## config.mk

```make
export PLATFORM = sky130hd
export DESIGN_NAME = ceo_exec
export DESIGN_NICKNAME = d
export VERILOG_FILES = /design/src/ceo_pkg.sv /design/src/ceo_exec.sv
export VERILOG_INCLUDE_DIRS = /design/src
export SDC_FILE = /design/constraint.sdc
export NUM_CORES = 1
export LEC_CHECK = 0
export BUFFER_PORTS_ARGS = -buffer_cell sky130_fd_sc_hd__clkbuf_2
export CORE_MARGIN = 8
export CORE_UTILIZATION = 50
export DETAILED_ROUTE_END_ITERATION = 10
export HOLD_SLACK_MARGIN = 0.03
export MAX_ROUTING_LAYER = met4
export PLACE_DENSITY = 0.88
export SYNTH_ARGS = -nofsm -noshare
export SYNTH_HDL_FRONTEND = slang
export SYNTH_SLANG_ARGS = --single-unit
```

## constraint.sdc

```tcl
create_clock -name clk -period 3.5 [get_ports clk]
set_clock_uncertainty 0.1 [all_clocks]
set_input_delay 0.525 -clock clk [delete_from_list [all_inputs] [get_ports clk]]
set_output_delay 0.525 -clock clk [all_outputs]
set_load 0.05 [all_outputs]
```

## src/ceo_consts.svh

```systemverilog
// constants for the configuration-write, memory-read and flag-set executor
`ifndef CEO_CONSTS_SVH
`define CEO_CONSTS_SVH
`define CEO_WORD_W 24
`define CEO_BYTE_W 8
`define CEO_BADDR_W 13
`define CEO_WADDR_W 11
`define CEO_CFG_REGS 5'h10
`define CEO_CFG_BYTES 13'h0030
`define CEO_CFG_LAST_BYTE 13'h002F
`define CEO_USER_BASE 13'h0030
`define CEO_BYTES_PER_WORD 2'h3
`define CEO_CFG_IDX_RST 5'h00
`define CEO_FLAG_SIGN 1
`define CEO_FLAG_NZ 0
`define CEO_FLAGS_RST 2'h0
`define CEO_RD_CYCLES 6
`define CEO_SET_CYCLES 1
`define CEO_CFG_CYCLES 3
`endif

```

## src/ceo_pkg.sv

```systemverilog
// types for the configuration-write, memory-read and flag-set executor
`default_nettype none
package ceo_pkg;
  typedef enum logic [1:0] {
    CEO_OP_CFG_WRITE = 2'h0,
    CEO_OP_MEM_READ = 2'h1,
    CEO_OP_FLAG_SET = 2'h2,
    CEO_OP_NONE = 2'h3
  } ceo_op_t;
  typedef enum logic [1:0] {
    CEO_ACC_X = 2'h0,
    CEO_ACC_Y = 2'h1,
    CEO_ACC_Z = 2'h2,
    CEO_ACC_R = 2'h3
  } ceo_acc_t;
  typedef enum logic [6:0] {
    CEO_ST_IDLE = 7'h01,
    CEO_ST_CFG = 7'h02,
    CEO_ST_PUSH = 7'h04,
    CEO_ST_REQ = 7'h08,
    CEO_ST_WAIT = 7'h10,
    CEO_ST_CAP = 7'h20,
    CEO_ST_DONE = 7'h40
  } ceo_state_t;
endpackage : ceo_pkg
`default_nettype wire

```

## src/ceo_exec.sv

```systemverilog
// executor for the configuration-write, memory-read and flag-set opcodes
`timescale 1ns/100ps
`default_nettype none
`include "ceo_consts.svh"

// Overview of operation
// - configuration write stores its 24-bit operand as three bytes
// - configuration lives in bytes 0..47 as sixteen 24-bit registers
// - user code starts at byte 48; configuration writes never go past 47
// - memory read loads chosen accumulator from pointer word, sets flags, 6 cycles
// - memory read holds one program counter stack entry, then releases it
// - flag set raises sign when accumulator is negative, else clears it
// - flag set raises non-zero when accumulator is not zero, else clears it
// - flag set leaves accumulator untouched, one byte, one cycle
// - register operand picks accumulator x, y, z or r
module ceo_exec (
  input wire logic clk, // 250 MHz core clock
  input wire logic rst_n, // asynchronous reset, active low
  input wire logic start, // one-cycle opcode launch, taken when idle
  input wire ceo_pkg::ceo_op_t op, // opcode kind
  input wire ceo_pkg::ceo_acc_t accumulator_select, // register operand
  input wire logic [`CEO_WORD_W-1:0] imm, // 24-bit configuration operand
  input wire logic [`CEO_WORD_W-1:0] acc_x, // accumulator x value
  input wire logic [`CEO_WORD_W-1:0] acc_y, // accumulator y value
  input wire logic [`CEO_WORD_W-1:0] acc_z, // accumulator z value
  input wire logic [`CEO_WORD_W-1:0] acc_r, // accumulator r value
  input wire logic [`CEO_WADDR_W-1:0] ram_ptr, // ram address pointer
  input wire logic [`CEO_WORD_W-1:0] mem_rdata, // read word, one cycle late
  output logic busy, // opcode in progress
  output logic done, // one-cycle completion pulse
  output logic cfg_full, // all sixteen configuration registers written
  output logic mem_we, // byte write strobe
  output logic [`CEO_BADDR_W-1:0] mem_waddr, // byte write address
  output logic [`CEO_BYTE_W-1:0] mem_wdata, // byte write data
  output logic mem_re, // word read strobe
  output logic [`CEO_WADDR_W-1:0] mem_raddr, // word read address
  output logic stack_push, // claim one stack entry
  output logic stack_pop, // release the stack entry
  output logic acc_we, // accumulator write strobe
  output ceo_pkg::ceo_acc_t acc_wsel, // accumulator written
  output logic [`CEO_WORD_W-1:0] acc_wdata, // accumulator write data
  output logic [1:0] sign_and_zero_flags // bit1 sign, bit0 non-zero
);

  // pick one of the four accumulators
  function automatic logic [`CEO_WORD_W-1:0] acc_pick(
    input ceo_pkg::ceo_acc_t sel,
    input logic [`CEO_WORD_W-1:0] x,
    input logic [`CEO_WORD_W-1:0] y,
    input logic [`CEO_WORD_W-1:0] z,
    input logic [`CEO_WORD_W-1:0] r
  );
    unique case (sel)
      ceo_pkg::CEO_ACC_X: acc_pick = x;
      ceo_pkg::CEO_ACC_Y: acc_pick = y;
      ceo_pkg::CEO_ACC_Z: acc_pick = z;
      ceo_pkg::CEO_ACC_R: acc_pick = r;
    endcase
  endfunction : acc_pick

  // sign and non-zero flags of a word
  function automatic logic [1:0] flags_of(input logic [`CEO_WORD_W-1:0] v);
    logic [1:0] f;
    f = `CEO_FLAGS_RST;
    f[`CEO_FLAG_SIGN] = v[`CEO_WORD_W-1];
    f[`CEO_FLAG_NZ] = |v;
    flags_of = f;
  endfunction : flags_of

  ceo_pkg::ceo_state_t state_q, state_d;
  logic [4:0] cfg_idx_q, cfg_idx_d;
  logic [1:0] byte_q, byte_d;
  logic [`CEO_WORD_W-1:0] imm_q, imm_d;
  ceo_pkg::ceo_acc_t sel_q, sel_d;
  logic [`CEO_WADDR_W-1:0] raddr_q, raddr_d;
  logic [`CEO_WORD_W-1:0] rword_q, rword_d;
  logic [1:0] flags_q, flags_d;
  logic done_q, done_d;
  logic we_q, we_d;
  logic [`CEO_BADDR_W-1:0] waddr_q, waddr_d;
  logic [`CEO_BYTE_W-1:0] wdata_q, wdata_d;
  logic [`CEO_WORD_W-1:0] sel_val;
  logic full;

  assign sel_val = acc_pick(accumulator_select, acc_x, acc_y, acc_z, acc_r);
  assign full = (cfg_idx_q == `CEO_CFG_REGS);

  // next-state logic of the executor
  always_comb begin
    state_d = state_q;
    cfg_idx_d = cfg_idx_q;
    byte_d = byte_q;
    imm_d = imm_q;
    sel_d = sel_q;
    raddr_d = raddr_q;
    rword_d = rword_q;
    flags_d = flags_q;
    done_d = 1'b0;
    we_d = 1'b0;
    waddr_d = waddr_q;
    wdata_d = wdata_q;
    unique case (state_q)
      ceo_pkg::CEO_ST_IDLE: begin
        if (start) begin
          unique case (op)
            ceo_pkg::CEO_OP_CFG_WRITE: begin
              if (full) begin
                done_d = 1'b1;
              end else begin
                imm_d = imm;
                byte_d = 2'h0;
                state_d = ceo_pkg::CEO_ST_CFG;
              end
            end
            ceo_pkg::CEO_OP_MEM_READ: begin
              sel_d = accumulator_select;
              raddr_d = ram_ptr;
              state_d = ceo_pkg::CEO_ST_PUSH;
            end
            ceo_pkg::CEO_OP_FLAG_SET: begin
              flags_d = flags_of(sel_val);
              done_d = 1'b1;
            end
            ceo_pkg::CEO_OP_NONE: begin
              done_d = 1'b0;
            end
          endcase
        end
      end
      ceo_pkg::CEO_ST_CFG: begin
        // byte address is register index times three plus byte number
        we_d = 1'b1;
        waddr_d = `CEO_BADDR_W'(cfg_idx_q) * `CEO_BADDR_W'(3)
                  + `CEO_BADDR_W'(byte_q);
        wdata_d = imm_q[`CEO_WORD_W-1-`CEO_BYTE_W*byte_q -: `CEO_BYTE_W];
        if (byte_q == `CEO_BYTES_PER_WORD - 2'h1) begin
          cfg_idx_d = cfg_idx_q + 5'h01;
          done_d = 1'b1;
          state_d = ceo_pkg::CEO_ST_IDLE;
        end else begin
          byte_d = byte_q + 2'h1;
        end
      end
      ceo_pkg::CEO_ST_PUSH: state_d = ceo_pkg::CEO_ST_REQ;
      ceo_pkg::CEO_ST_REQ: state_d = ceo_pkg::CEO_ST_WAIT;
      ceo_pkg::CEO_ST_WAIT: begin
        rword_d = mem_rdata;
        state_d = ceo_pkg::CEO_ST_CAP;
      end
      ceo_pkg::CEO_ST_CAP: begin
        flags_d = flags_of(rword_q);
        state_d = ceo_pkg::CEO_ST_DONE;
      end
      ceo_pkg::CEO_ST_DONE: begin
        done_d = 1'b1;
        state_d = ceo_pkg::CEO_ST_IDLE;
      end
      default: state_d = ceo_pkg::CEO_ST_IDLE;
    endcase
  end

  // executor registers
  always_ff @(posedge clk or negedge rst_n) begin
    if (!rst_n) begin
      state_q <= ceo_pkg::CEO_ST_IDLE;
      cfg_idx_q <= `CEO_CFG_IDX_RST;
      byte_q <= 2'h0;
      imm_q <= 24'h000000;
      sel_q <= ceo_pkg::CEO_ACC_X;
      raddr_q <= 11'h000;
      rword_q <= 24'h000000;
      flags_q <= `CEO_FLAGS_RST;
      done_q <= 1'b0;
      we_q <= 1'b0;
      waddr_q <= 13'h0000;
      wdata_q <= 8'h00;
    end else begin
      state_q <= state_d;
      cfg_idx_q <= cfg_idx_d;
      byte_q <= byte_d;
      imm_q <= imm_d;
      sel_q <= sel_d;
      raddr_q <= raddr_d;
      rword_q <= rword_d;
      flags_q <= flags_d;
      done_q <= done_d;
      we_q <= we_d;
      waddr_q <= waddr_d;
      wdata_q <= wdata_d;
    end
  end

  // outputs
  assign busy = (state_q != ceo_pkg::CEO_ST_IDLE);
  assign done = done_q;
  assign cfg_full = full;
  assign mem_we = we_q;
  assign mem_waddr = waddr_q;
  assign mem_wdata = wdata_q;
  assign mem_re = (state_q == ceo_pkg::CEO_ST_REQ);
  assign mem_raddr = raddr_q;
  assign stack_push = (state_q == ceo_pkg::CEO_ST_PUSH);
  assign stack_pop = (state_q == ceo_pkg::CEO_ST_DONE);
  assign acc_we = (state_q == ceo_pkg::CEO_ST_DONE);
  assign acc_wsel = sel_q;
  assign acc_wdata = rword_q;
  assign sign_and_zero_flags = flags_q;
endmodule : ceo_exec
`default_nettype wire

```

### After elaboration in Yosys (flattened, before gate mapping)

Index checks and enable logic that the tools add are counted.

* add/sub/neg operators: 4
* multiply operators: 1
* equal/unequal tests: 23
* shift operators: 1
* multiplexer cells: 20
* bitwise operators: 1
* reductions and logical operators: 12

Operators with widths (count)
* case mux 24 bit (4 select lines): 1
* OR reduction 24 bit: 2
* case mux 7 bit (6 select lines): 1
* indexed part select 31 x 33 -> 8 bit: 1
* 2-to-1 mux 7 bit: 3
* case mux 7 bit (2 select lines): 1
* 2-to-1 mux 2 bit: 6
* adder 7 x 2 -> 8 bit: 1
* == test 2 bit, second input constant: 4
* != test 2 bit, second input constant: 4
* case mux 2 bit (2 select lines): 2
* AND reduction 4 bit: 2
* == test 7 x 1 -> 1 bit, second input constant: 1
* == test 7 x 2 -> 1 bit, second input constant: 1
* == test 7 x 3 -> 1 bit, second input constant: 1
* == test 7 x 4 -> 1 bit, second input constant: 1
* == test 7 x 5 -> 1 bit, second input constant: 1
* == test 7 x 6 -> 1 bit, second input constant: 1
* == test 7 bit, second input constant: 1
* multiplier 5 x 2 -> 7 bit, second input constant: 1
* != test 7 x 1 -> 1 bit, second input constant: 1
* AND reduction 3 bit: 2
* subtractor 5 x 5 -> 6 bit, first input constant: 1
* adder 5 x 1 -> 5 bit, second input constant: 1
* other kinds (14): 21

* register bits after elaboration: 100
* input bits: 162
* output and inout bits: 68
* logic and storage cells: 74

### Depth between registers and ports, before layout

* depth after elaboration: 6
* gate-level depth with buffers: 9
* mapped depth without buffers: 9

### Worst setup path after synthesis

OpenSTA, ideal clock, no wires.

* path type: flip-flop to output port
* start: register state_q[3]
* end: output stack_pop
* arrival time: 2421 ps
* required time: 2875 ps
* setup slack: 454 ps
* cell stages (with the launch flop): 5
* buffers on the path: 1
* path through: dfrtp_1 -> nor3_4 -> nand2_1 -> nor3b_1 -> buf_4

* word-level cells in the longest chain between the ends: 1

RTL lines
* from (decl): line ceo_exec.sv:70 `ceo_pkg::ceo_state_t state_q, state_d;`
* from (signal assigned): line ceo_exec.sv:165 `state_q <= ceo_pkg::CEO_ST_IDLE;`
* from (signal assigned): line ceo_exec.sv:178 `state_q <= state_d;`
* == test 7 bit
* to (decl): line ceo_exec.sv:38 `output logic stack_pop,`

No other way between the ends.

### Final worst setup path

* start: register state_q[3]
* end: output stack_pop

* word-level cells in the longest chain between the ends: 1

RTL lines
* == test 7 bit: line ceo_exec.sv:203 `assign stack_pop = (state_q == ceo_pkg::CEO_ST_DONE);`

No other way between the ends.

==> flow_summary.json <==
{
  "status": "completed",
  "slew_violations": 0,
  "hpwlAfterDp_um": 11900,
  "final_cell_area_um2": 5980,
  "routed_wl_um": 14300,
  "power.leakage_nw": 3.26,
  "area_delta_synth_final_pct": 30.2,
  "path_max_fanout": 6,
  "die_w_um": 112,
  "period_share_pct": 72.9,
  "fin_crit_ps": 2550,
  "synth-edff-count": 0,
  "cts_buffer_depth": 2,
  "synth_area_per_cell_um2": 12.0,
  "worst-slew-pin-transition_ps": 761,
  "crit_path_end_kind": "primary output",
  "start_util_pct": 50.7,
  "min_path_type": "primary input to flop",
  "holdWs_ps": 290,
  "place_area_um2": 5780,
  "hold_viol": 0,
  "cts_root_buf": "clkbuf_8",
  "async_flop_share_pct": 100,
  "final_layout_size_suffix_gt1_share_pct": 51.5,
  "max_cap_violations": 0,
  "critPathTopFamily": "simple AND/OR/NAND/NOR gates",
  "slew_headroom_pct": 49.1,
  "dr.pass1.iters": 5,
  "setup.worst_path.class": "flop to primary output",
  "power_density_nw_per_um2": 556,
  "instances_no_fill": 724,
  "drcViolationCount": 0,
  "yosys.area.top_type_share_pct": 50.6,
  "num-fill-cells": 731,
  "drtIter0Drc": 224,
  "cts.sinks": 94,
  "cp_slowest_stage_delay_ps": 480,
  "synth.ff_latch_count": 94,
  "utilization_pct": 66.0,
  "synth_area_um2": 4600,
  "cts_tree": "built",
  "rsz0062_at_grt": "no",
  "max_freq_mhz": 392,
  "port_buffers": 223,
  "die_h_um": 112,
  "synth_area_leaders": "dfrtp_1 51%, mux2_2 11%, mux2_4 5.9%",
  "antenna_found_initial": 1,
  "nNetsFinal": 785,
  "cts_buffers": 9,
  "multi_input_area_um2": 2090,
  "clk-insertion-delay-late_ps": 350,
  "dp_cells": 706,
  "ir_drop_mv": 0.427,
  "preCtsSetupSlack_ps": 1100,
  "layout_setup_ws_ps": 949,
  "clk_pin_slew_worst_paths_ps": 100,
  "avgViaCountPerCell": 5.32,
  "ant_nets": 0,
  "power.total_mw": 3.33,
  "yosysWarningCount": 0,
  "grt_pass1_vias": 4349,
  "place.gp.congestion": 0.928,
  "ios": 230,
  "grt_max_degree": 35,
  "critical_path.slowest_cell": "dfrtp_1",
  "postCtsSetupBuffers": 0,
  "critical_path_arrival_ps": 1930,
  "row_count": 35,
  "path_cells": "nor3_4, nand2_1, nor3b_1, clkbuf_2",
  "register_area_um2": 2350,
  "yosysTopAreaCell": "dfrtp_1",
  "core_area_um2": 9060,
  "die_area_um2": 12500,
  "worstPathRequired_ps": 2870,
  "h-tree-depth": 3,
  "wire_per_inst_um": 19.7,
  "start_kind": "flop",
  "via_count": 3852,
  "syn_inst": 382,
  "setup_viol": 0,
  "critPathBufInv": 1,
  "tns_ps": 0,
  "grt_first_pass_wirelength_um": 22500,
  "track_usage_pct": 23.5,
  "grt_overflow": 0,
  "synth_seq_area_share_pct": 51.2,
  "synth_top_flop_cell": "dfrtp_1",
  "yosys.cell_types.count": 46
}
-- layout by cell type (no fill, tap or decap), drive strengths merged, types with 12 or more instances in the layout --
master    n
a21oi    12
clkbuf  232
dfrtp    93
ha       14
inv      15
mux2     63
nand2    31
nor2     21
nor4     25
-- synth_stat cells (all sizes together) (5+ instances only) --
library cell,n
a21oi,12
buf,14
clkbuf,6
dfrtp,93
ha,14
inv,12
mux2,63
mux2i,9
nand2,31
nand3,7
nand4,5
nor2,21
nor4,25
o21ai,9
o22ai,5
o31ai,8
xnor2,6
-- cell families (layout without fill, tap and decap cells) --
| kind of cell | after synthesis | in the layout | share of synthesized area (%) |
|---|---|---|---|
| flip-flops | 94 | 94 | 51.2 |
| AO/OA/AOI/OAI | 44 | 44 | 6.02 |
| buffers and inverters | 33 | 258 | 3.84 |
| adder cells (fa/ha/maj) | 16 | 16 | 4.68 |
| other | 1 | 7 | 0.0816 |
| AND/OR/NAND/NOR | 114 | 114 | 13.8 |
| multiplexers | 72 | 72 | 18.9 |
| XOR/XNOR | 8 | 8 | 1.52 |
-- path summary, 6_finish.rpt --
path / slack (ps) / cells past startpoint / endpoint / start
min in group asynchronous: 530 / 2 / mem_waddr[2]$_DFFE_PN0N_ / rst_n
worst min-delay path: 290 / 2 / imm_q[10]$_DFFE_PN0P_ / imm[10]
max in group asynchronous: 1930 / 3 / state_q[0]$_DFFE_PN1P_ / rst_n
worst max register to register: 1070 / 9 / mem_waddr[5]$_DFFE_PN0N_ / cfg_idx_q[0]$_DFFE_PN0P_
worst max-delay path: 950 / 4 / stack_pop / state_q[3]$_DFFE_PN0P_
worst min register to register: 390 / 2 / mem_wdata[5]$_DFFE_PN0N_ / mem_wdata[5]$_DFFE_PN0N_
-- worst register-to-register path: stages (launching register included) --
cell and delay (ps):
dfrtp_1 480, fa_1 590, ha_1 170, inv_1 50
fa_1 400, inv_1 90, a21o_1 120, a21oi_1 80
xor2_1 140, o21ai_0 150
-- report_power, final --
group	switching, mW	internal (mW)	total, mW
clock network	0.401	0.288	0.689
registers	0.148	1.30	1.45
logic	0.770	0.425	1.19
total	1.32	2.01	3.33
-- routing by layer --
metal	wire, um	vias up	global-route usage (%)	share of wire, %
li1	-	1820	-	-
met1	5820	1879	27.8	41
met2	6940	141	37.2	49
met3	1330	12	8.23	9.3
met4	175	0	6.29	1.2
met5	0	-	-	0
-- sequential cells by signal, indices dropped and copies added (netlist names) --
name,count
mem_wdata,8
acc_wsel,2
imm_q,24
mem_raddr,11
done,1
sign_and_zero_flags,2
state_q,7
mem_we,1
mem_waddr,7
acc_wdata,24
cfg_idx_q,5
byte_q,2
-- area by class of cell --
| class | instances | area share [%] |
|---|---|---|
| clock buffer | 10 | 2.30 |
| tap | 111 | 2.32 |
| sequential | 94 | 39.3 |
| antenna | 1 | 0.0418 |
| timing repair buffer | 229 | 19.5 |
| multi-input combinational | 260 | 34.9 |
| clock inverter | 6 | 0.857 |
| inverter | 13 | 0.815 |
-- timing repair --
item	4_1_cts	5_1_grt
hold buffers	1	0
setup endpoints to repair	0	0
endpoints found under the hold margin	32	0
gates resized for setup	0	0
No activity file was read; power rests on OpenSTA's default activity.
